===== src/design/sdi_rx_pkg.sv =====
// Constants and carrier types for the serial video receive datapath.
// Assumes one system clock and configuration held on plain ports.
package sdi_rx_pkg;

    localparam int          HIST_BITS    = 60;
    localparam int          TAP_A        = 3;
    localparam int          TAP_B        = 8;
    localparam logic [4:0]  SD_LAST      = 5'h09;
    localparam logic [4:0]  HD_LAST      = 5'h13;
    localparam logic [19:0] RESTORE_MASK = 20'hFFBFE;
    localparam logic [19:0] CLIP_ONES    = 20'hFFFFF;
    localparam logic [9:0]  LANE_ONES    = 10'h3FF;
    localparam logic [9:0]  LANE_ZEROS   = 10'h000;
    localparam int          XYZ_V_BIT    = 7;
    localparam int          XYZ_H_BIT    = 6;
    localparam int          FMT_HD_BIT   = 4;
    localparam int          FIFO_STAGES  = 4;
    localparam logic [2:0]  MAX_DEPTH    = 3'h4;
    localparam int          LINE_BITS    = 12;
    localparam int          BUF_WIDTH    = 23;
    localparam int          BUF_DEPTH    = 2;

    typedef struct packed {
        logic [19:0] data;
        logic        eav;
        logic        sav;
        logic        new_sync_position_flag;
    } video_word_t;

    typedef struct packed {
        logic       lsbRestore;
        logic       blankRestore;
        logic       sdOnly;
        logic       hdOnly;
        logic [4:0] formatSel;
        logic [2:0] depth;
    } video_cfg_t;

endpackage : sdi_rx_pkg


===== src/design/sdi_video_receive_datapath.sv =====
// Receive datapath: NRZI decode, descramble, word framing, LSB restore,
// TRS clipping, format tracking, delay line and word-clocked output.
// Assumes serial bits arrive as sys_clk-synchronous enables and that
// the source holds a bit while serialReady is low.
`timescale 1ns/1ps
`default_nettype none

module sdi_video_receive_datapath
    import sdi_rx_pkg::*;
(
    input  wire logic        sys_clk,
    input  wire logic        reset_n,
    input  wire logic        serialBit,
    input  wire logic        serialValid,
    output wire logic        serialReady,
    input  wire logic        pllLocked,
    input  wire logic        lsbRestoreEnable,
    input  wire logic        blankingLsbRestoreEnable,
    input  wire logic        standardDefRestrict,
    input  wire logic        highDefRestrict,
    input  wire logic [4:0]  formatSelect,
    input  wire logic [2:0]  videoFifoDepth,
    input  wire logic        videoReady,
    output var  logic [19:0] parallelVideoOut,
    output var  logic        videoClk,
    output var  logic        eavFlag,
    output var  logic        savFlag,
    output var  logic        newSyncPositionFlag,
    output var  logic        hdActive,
    output var  logic        formatLocked,
    output var  logic [11:0] lineWords,
    output var  logic [4:0]  formatActive
);

    function automatic logic laneIs(input logic [9:0] x, input logic one);
        laneIs = one ? (&x[9:2]) : ~(|x[9:2]);
    endfunction : laneIs

    function automatic logic wordIs(input logic [19:0] x, input logic one);
        wordIs = laneIs(x[19:10], one) & laneIs(x[9:0], one);
    endfunction : wordIs

    function automatic logic [9:0] clipLane(input logic [9:0] x);
        clipLane = laneIs(x, 1'b1) ? LANE_ONES :
                   laneIs(x, 1'b0) ? LANE_ZEROS : x;
    endfunction : clipLane

    function automatic video_word_t clipWord(input video_word_t w);
        video_word_t r;
        r      = w;
        r.data = {clipLane(w.data[19:10]), clipLane(w.data[9:0])};
        clipWord = r;
    endfunction : clipWord

    video_cfg_t            cfg;
    logic                  prevLine;
    logic [8:0]            scrHist;
    logic [HIST_BITS-1:0]  hist;
    logic [4:0]            bitCnt;
    logic                  hdMode;
    logic                  vBlank;
    logic                  xyzNext;
    logic [LINE_BITS-1:0]  lineCount;
    video_word_t           w0;
    video_word_t           w1;
    video_word_t           w2;
    video_word_t           stage [FIFO_STAGES];
    video_word_t           bufOut;
    logic                  bufValid;

    // Serial front end
    wire bitTaken = serialValid & serialReady;
    wire nrzBit   = serialBit ^ prevLine;
    wire plainBit = nrzBit ^ scrHist[TAP_A] ^ scrHist[TAP_B];
    wire [HIST_BITS-1:0] histNext = {plainBit, hist[HIST_BITS-1:1]};

    // Preamble search at bit level, LSBs ignored as clipping allows
    wire sdPre = laneIs(histNext[59:50], 1'b0)
               & laneIs(histNext[49:40], 1'b0)
               & laneIs(histNext[39:30], 1'b1);
    wire hdPre = ~(|{histNext[59:52], histNext[49:42],
                     histNext[39:32], histNext[29:22]})
               & laneIs(histNext[19:10], 1'b1)
               & laneIs(histNext[9:0], 1'b1);

    wire fmtForced = (cfg.formatSel != 5'h00);
    wire forcedHd  = cfg.formatSel[FMT_HD_BIT];
    // Both restricts set is read as no restriction at all
    wire allowSd   = !(cfg.hdOnly && !cfg.sdOnly)
                   && !(fmtForced && forcedHd);
    wire allowHd   = !(cfg.sdOnly && !cfg.hdOnly)
                   && !(fmtForced && !forcedHd);
    wire hitHd     = bitTaken & pllLocked & allowHd & hdPre;
    wire hitSd     = bitTaken & pllLocked & allowSd & sdPre & !hitHd;
    wire hit       = hitHd | hitSd;
    wire hdSel     = hitHd ? 1'b1 : (hitSd ? 1'b0 : hdMode);
    wire [4:0] lastIdx = hdMode ? HD_LAST : SD_LAST;
    wire atLast    = (bitCnt == lastIdx);
    wire wordStrobe = bitTaken & (hit | atLast);

    // Word assembly: HD keeps chroma low, SD duplicates the lane
    wire [19:0] rawData = hdSel ? histNext[59:40]
                        : {2{histNext[59:50]}};
    wire restoreOn = cfg.lsbRestore
                   & (!vBlank | cfg.blankRestore);
    wire [19:0] restData = restoreOn ? (rawData & RESTORE_MASK) : rawData;
    video_word_t newWord;
    assign newWord.data = restData;
    assign newWord.eav  = xyzNext & restData[XYZ_H_BIT];
    assign newWord.sav  = xyzNext & !restData[XYZ_H_BIT];
    assign newWord.new_sync_position_flag  = hit & !atLast;

    // Word-level TRS check after LSB restore
    wire wordPre = wordIs(w1.data, 1'b1) & wordIs(w0.data, 1'b0)
                 & wordIs(newWord.data, 1'b0);
    // A shifted preamble is rebuilt from history; old words were misframed
    video_word_t preFirst;
    video_word_t preMid;
    assign preFirst = hit ? video_word_t'{hdSel ? histNext[19:0]
                        : {2{histNext[39:30]}}, 1'b0, 1'b0, 1'b0} : w1;
    assign preMid   = hit ? video_word_t'{hdSel ? histNext[39:20]
                        : {2{histNext[49:40]}}, 1'b0, 1'b0, 1'b0} : w0;

    // Delay tap; undefined depth codes saturate
    wire [2:0] depthEff = (cfg.depth > MAX_DEPTH) ? MAX_DEPTH
                        : cfg.depth;
    wire [1:0] tapIdx = 2'(depthEff - 3'h1);
    wire video_word_t tapWord = (depthEff == 3'h0) ? w2
                              : stage[tapIdx];
    wire popWord = bufValid & videoClk & videoReady;

    // Configuration capture: restore enables start cleared
    always_ff @(posedge sys_clk) begin
        if (!reset_n) begin
            cfg <= '0;
        end else begin
            cfg <= '{lsbRestoreEnable, blankingLsbRestoreEnable,
                     standardDefRestrict, highDefRestrict,
                     formatSelect, videoFifoDepth};
        end
    end

    always_ff @(posedge sys_clk) begin
        if (!reset_n) begin
            prevLine <= 1'b0;
            scrHist  <= '0;
            hist     <= '0;
        end else if (bitTaken) begin
            prevLine <= serialBit;
            scrHist  <= {scrHist[7:0], nrzBit};
            hist     <= histNext;
        end
    end

    // Framing counter restarts at each preamble
    always_ff @(posedge sys_clk) begin
        if (!reset_n) begin
            bitCnt <= '0;
            hdMode <= 1'b0;
        end else if (bitTaken) begin
            if (hit) begin
                bitCnt <= '0;
                hdMode <= hitHd;
            end else begin
                bitCnt <= atLast ? 5'h00 : bitCnt + 5'h01;
            end
        end
    end

    // Word pipeline; a full preamble is clipped in place
    always_ff @(posedge sys_clk) begin
        if (!reset_n) begin
            w0      <= '0;
            w1      <= '0;
            w2      <= '0;
            xyzNext <= 1'b0;
            vBlank  <= 1'b0;
        end else if (wordStrobe) begin
            if (hit | wordPre) begin
                w0 <= clipWord(newWord);
                w1 <= clipWord(preMid);
                w2 <= clipWord(preFirst);
            end else begin
                w0 <= newWord;
                w1 <= w0;
                w2 <= w1;
            end
            xyzNext <= hit | wordPre;
            if (xyzNext) begin
                vBlank <= restData[XYZ_V_BIT];
            end
        end
    end

    generate
        for (genvar i = 0; i < FIFO_STAGES; i++) begin : g_delay
            always_ff @(posedge sys_clk) begin
                if (!reset_n) begin
                    stage[i] <= '0;
                end else if (wordStrobe) begin
                    stage[i] <= (i == 0) ? w2 : stage[(i == 0) ? 0 : i - 1];
                end
            end
        end
    endgenerate

    // Flags follow the word entering the delay input, ahead of output
    always_ff @(posedge sys_clk) begin
        if (!reset_n) begin
            eavFlag             <= 1'b0;
            savFlag             <= 1'b0;
            newSyncPositionFlag <= 1'b0;
        end else if (wordStrobe) begin
            eavFlag             <= w2.eav;
            savFlag             <= w2.sav;
            newSyncPositionFlag <= w2.new_sync_position_flag;
        end
    end

    // Line length measured EAV to EAV; lock needs two equal lines
    always_ff @(posedge sys_clk) begin
        if (!reset_n) begin
            lineCount    <= '0;
            lineWords    <= '0;
            formatLocked <= 1'b0;
            hdActive     <= 1'b0;
            formatActive <= '0;
        end else begin
            hdActive     <= hdMode;
            formatActive <= fmtForced ? cfg.formatSel
                          : {hdMode, 4'h0};
            if (!pllLocked) begin
                formatLocked <= 1'b0;
                lineCount    <= '0;
            end else if (wordStrobe) begin
                if (newWord.eav) begin
                    lineWords    <= lineCount;
                    formatLocked <= (lineCount == lineWords);
                    lineCount    <= 12'h001;
                end else begin
                    lineCount <= lineCount + 12'h001;
                end
            end
        end
    end

    sdi_word_buffer #(
        .WIDTH (BUF_WIDTH),
        .DEPTH (BUF_DEPTH)
    ) u_buffer (
        .sys_clk  (sys_clk),
        .reset_n  (reset_n),
        .inValid  (wordStrobe),
        .inData   (tapWord),
        .inReady  (serialReady),
        .outValid (bufValid),
        .outData  (bufOut),
        .outReady (popWord)
    );

    // Word clock falls with each new word and rises a cycle later;
    // a stalled receiver simply sees the clock parked high
    always_ff @(posedge sys_clk) begin
        if (!reset_n) begin
            parallelVideoOut <= '0;
            videoClk         <= 1'b1;
        end else if (popWord) begin
            parallelVideoOut <= bufOut.data;
            videoClk         <= 1'b0;
        end else begin
            videoClk <= 1'b1;
        end
    end
endmodule : sdi_video_receive_datapath

`default_nettype wire


===== src/design/sdi_word_buffer.sv =====
// Two-entry word buffer with valid/ready on both sides.
// Assumes sys_clk and a synchronous active-low reset.
`timescale 1ns/1ps
`default_nettype none

module sdi_word_buffer
    import sdi_rx_pkg::*;
#(
    parameter int WIDTH = BUF_WIDTH,
    parameter int DEPTH = BUF_DEPTH
) (
    input  wire logic             sys_clk,
    input  wire logic             reset_n,
    input  wire logic             inValid,
    input  wire logic [WIDTH-1:0] inData,
    output var  logic             inReady,
    output wire logic             outValid,
    output wire logic [WIDTH-1:0] outData,
    input  wire logic             outReady
);
    localparam int PW = (DEPTH > 1) ? $clog2(DEPTH) : 1;
    localparam int CW = $clog2(DEPTH + 1);

    logic [WIDTH-1:0] mem [DEPTH];
    logic [PW-1:0]    wrPtr;
    logic [PW-1:0]    rdPtr;
    logic [CW-1:0]    count;
    logic [CW-1:0]    countNext;
    wire              pushOk = inValid & inReady;
    wire              popOk  = outValid & outReady;

    assign outValid  = (count != '0);
    assign outData   = mem[rdPtr];
    assign countNext = (pushOk && !popOk) ? count + 1'b1 :
                       (!pushOk && popOk) ? count - 1'b1 : count;

    // Ready is a flop so the source sees an honest, glitch-free stall
    always_ff @(posedge sys_clk) begin
        if (!reset_n) begin
            wrPtr   <= '0;
            rdPtr   <= '0;
            count   <= '0;
            inReady <= 1'b0;
        end else begin
            if (pushOk) begin
                wrPtr <= (wrPtr == PW'(DEPTH - 1)) ? '0 : wrPtr + 1'b1;
            end
            if (popOk) begin
                rdPtr <= (rdPtr == PW'(DEPTH - 1)) ? '0 : rdPtr + 1'b1;
            end
            count   <= countNext;
            inReady <= (countNext != CW'(DEPTH));
        end
    end

    always_ff @(posedge sys_clk) begin
        if (pushOk) begin
            mem[wrPtr] <= inData;
        end
    end

endmodule : sdi_word_buffer

`default_nettype wire


===== config.mk =====
export PLATFORM = sky130hd
export DESIGN_NAME = sdi_video_receive_datapath
export DESIGN_NICKNAME = d
export VERILOG_FILES = /design/src/design/sdi_rx_pkg.sv /design/src/design/sdi_video_receive_datapath.sv /design/src/design/sdi_word_buffer.sv
export SDC_FILE = /design/constraint.sdc
export NUM_CORES = 1
export LEC_CHECK = 0
export BUFFER_PORTS_ARGS = -buffer_cell sky130_fd_sc_hd__buf_4
export CAP_MARGIN = 20
export CORE_MARGIN = 8
export CORE_UTILIZATION = 30
export DETAILED_ROUTE_END_ITERATION = 8
export SLEW_MARGIN = 20
export SYNTH_ARGS = -nofsm -noshare
export SYNTH_HDL_FRONTEND = slang
export SYNTH_SLANG_ARGS = --single-unit
export TNS_END_PERCENT = 50

===== constraint.sdc =====
create_clock -name sys_clk -period 8.75 [get_ports sys_clk]
set_clock_uncertainty 0.15 [all_clocks]
set_input_delay 1.75 -clock sys_clk [delete_from_list [all_inputs] [get_ports sys_clk]]
set_output_delay 1.75 -clock sys_clk [all_outputs]
set_load 0.005 [all_outputs]

==> reports/qor.yml <==
clock_tree:
  cts_tree: "built"
  clk_latency_ps: 540
  cts_resized: 0
  cts_hold_buf: 0
  clock-sinks: 336
  clk_path_buf_depth: 3
  post_cts_buffers: 0
  cts_root_buf: "clkbuf_16"
  clk_pin_slew_worst_paths_ps: 60
  numCtsBuffers: 36
  ctsHtreeMaxLevel: 2
synth:
  ys_async_sr_fraction_pct: 0
  synthAdderAreaFrac_pct: 0.379
  yosys-top-cells-area: "dfxtp_1 (33%), edfxtp_1 (27%), nand2_1 (7.2%), and3_1 (4.0%), a21oi_1 (3.5%)"
  synth_simple_gate_area_share_pct: 17.4
  synth_top_family_by_area: "simple AND/OR/NAND/NOR gates"
  synth_ff_type: "dfxtp_1"
  seq_area_frac_synth_pct: 60.1
  muxShareOfSynthArea_pct: 8.28
  synth_cells: 1223
  postSynthAreaPerCell_um2: 10.8
  yosys.area.top_type: "dfxtp_1"
  synth_compound_area_share_pct: 8.71
  synth.net_count: 1245
  synth_edf_count: 120
  synthDistinctLibCells: 53
  synth-xor-area-share_pct: 2.12
  syn_area_mm2: 0.0132
  yosys.area.top_type_share_pct: 32.8
  yosysWarnings: 0
  synth_seq_cells: 336
sta:
  rsz0062_at_grt: "false"
  finalWorstPathRequiredPeriod_ps: 4670
  maxSlewViolCount: 0
  hold_violations: 0
  fmax_mhz: 214
  tightest_slew_ps: 1000
  finalSetupViolations: 0
  tns_ps: 0
  period_share_pct: 53.4
  max-slew-margin-rel_pct: 33.1
critical_path:
  reg2reg_depth: 9
  worst_ep_arrival_time_ps: 4990
  cp_cell_sequence: "buf_4, xnor2_1, xnor2_1, or3_4, o21ai_4, buf_4, buf_4, nand2_1, nor2_1, a32o_1"
  ff2ff_setup_slack_ps: 4890
  slowest_delay_ps: 580
  r2r-end: "w0[13]"
  rr_startpoint: "u_buffer.inReady"
  crit_slowest_cell: "buf_4"
  crit_required_ps: 9070
  cp_common_cell: "buf_4"
  worstPathMaxFanout: 69
  endpoint_kind: "flop"
  critical_path_class: "in2reg"
  crit_path_start_kind: "primary input"
placed_design:
  hpwl_mm: 17.2
  routabilityCongestion: 0.725
  port_buffers: 61
  dpl-instance-area_mm2: 0.0142
  dp_cells: 1798
drt:
  vias: 8732
  wl_mm: 27.4
  drc: 0
  wl_per_cell_um: 14.7
  drtPass1Iterations: 6
  viasPerCell: 4.68
  antenna_left: 0
  drt_iter0_drc: 552
floorplanning:
  fp.dieW_um: 226
  io_pins: 62
  start_util_pct: 30.1
  fp-row-count: 77
  die_height_um: 226
  die_area_mm2: 0.0510
  fp.coreArea_mm2: 0.0438
pwr:
  p_leak_nw: 5.49
  irDropWorstVdd_mv: 0.132
  p_per_area_mw_per_mm2: 228
layout:
  final-seq-area_mm2: 0.00793
  fillers: 4384
  antenna_cells: 0
  final_cell_mix: "nand2_1 (251), dfxtp_1 (215), edfxtp_1 (120)"
  layout_commonest_cell: "nand2_1"
  drive_gt1_share_pct: 15.2
  final_nets: 1267
  design_area_mm2: 0.0153
  area_growth_pct: 16.3
  fin_cells: 1864
  multi_input_comb_area_mm2: 0.00490
global_routing:
  grt_max_degree: 105
  grt_pass1_wl_mm: 44.7
  antenna_found_initial: 0
  grt_pass1_vias: 8314
  overflow: 0
  grt.total_usage_pct: 10.5
hold_path:
  whs_path_depth: 2
  hp-start: "hist[22]"
  hold_path.class: "reg2reg"
  min_to: "hist[21]"
run:
  cap_viol_max_count: 0
status:
  status: "finished clean"
[cell usage after synthesis (2+ instances only)]
cell	number
o21ai_1	2
nand4b_1	2
ha_1	4
mux2i_1	38
nor3_1	5
mux4_2	20
xnor2_1	11
xor2_1	21
dfxtp_1	216
nand2_1	252
nor2_1	62
nand3_1	6
and4b_1	3
and2_1	21
nand4_1	22
nor2b_1	3
o21ai_0	5
edfxtp_1	120
and3_1	84
mux2_2	21
or2_2	2
clkbuf_1	76
inv_1	8
buf_1	4
a31oi_1	18
o211ai_1	3
a211oi_1	30
a21oi_1	93
o221a_2	5
a22o_1	15
nand2b_1	5
o31ai_1	2
buf_2	10
nor4_1	15
[cells by family after synthesis]
logic type,after synthesis
adder cells (fa/ha/maj),4
AO/OA/AOI/OAI,181
XOR/XNOR,32
flip-flops,336
AND/OR/NAND/NOR,489
multiplexers,81
buffers and inverters,100
[metal layers]
layer,GRT usage [%],share of wire [%],vias to the layer above
met1,14.5,49,4137
met3,2.22,5.1,45
met5,0,0,-
li1,-,-,4388
met4,3.04,1.9,0
met2,16.5,44,162
[report_power, final]
part           internal (mW)  switching [mW]
registers               1.67          0.0470
logic                  0.134           0.163
clock network          0.860           0.627
total                   2.67           0.837
[per-stage QoR]
stage	hold slack, ps	worst slack [ps]	power [mW]	utilization [%]
after floorplan	276	3390	1.94	-
after detailed placement	294	3530	2.06	32.3
after global routing	322	3860	3.65	35.0
after global placement	286	3600	2.05	32.3
after CTS	293	4090	3.55	34.9
final	288	4080	3.50	35.0
[sequential cells by signal, summed over array words and instances, names as in the netlist, 20 cells and up]
| name | count |
|---|---|
| w0 | 23 |
| w2 | 23 |
| parallelVideoOut | 20 |
| w1 | 23 |
| stage | 80 |
| u_buffer.mem | 40 |
| hist | 57 |
[area by class of cell]
class,count,share of cell area [%]
well taps,592,4.83
flip-flops and latches,336,51.7
inverters,9,0.236
multi-input cells,787,31.9
clock inverters,18,1.13
repair buffers,75,3.80
clock buffers,47,6.40
[critical path, delay by kind of cell]
| family | cells | cell delay (ps) |
|---|---|---|
| buffers and inverters | 3 | 1230 |
| AND/OR/NAND/NOR | 3 | 1030 |
| XOR/XNOR | 2 | 550 |
| AO/OA/AOI/OAI | 2 | 380 |
[worst max-delay path by stage]
stage                   start           end  slack (ps)  cells after the start
finish              serialBit        w0[13]        4080                     10
global route        serialBit        w0[13]        3860                     10
CTS                 serialBit        w0[13]        4090                     10
detailed placement  serialBit        w0[13]        3530                     10
global placement    serialBit        w0[13]        3600                     10
floorplan           serialBit  stage[0][10]        3390                      7
Power figures use the tool's default switching activity.
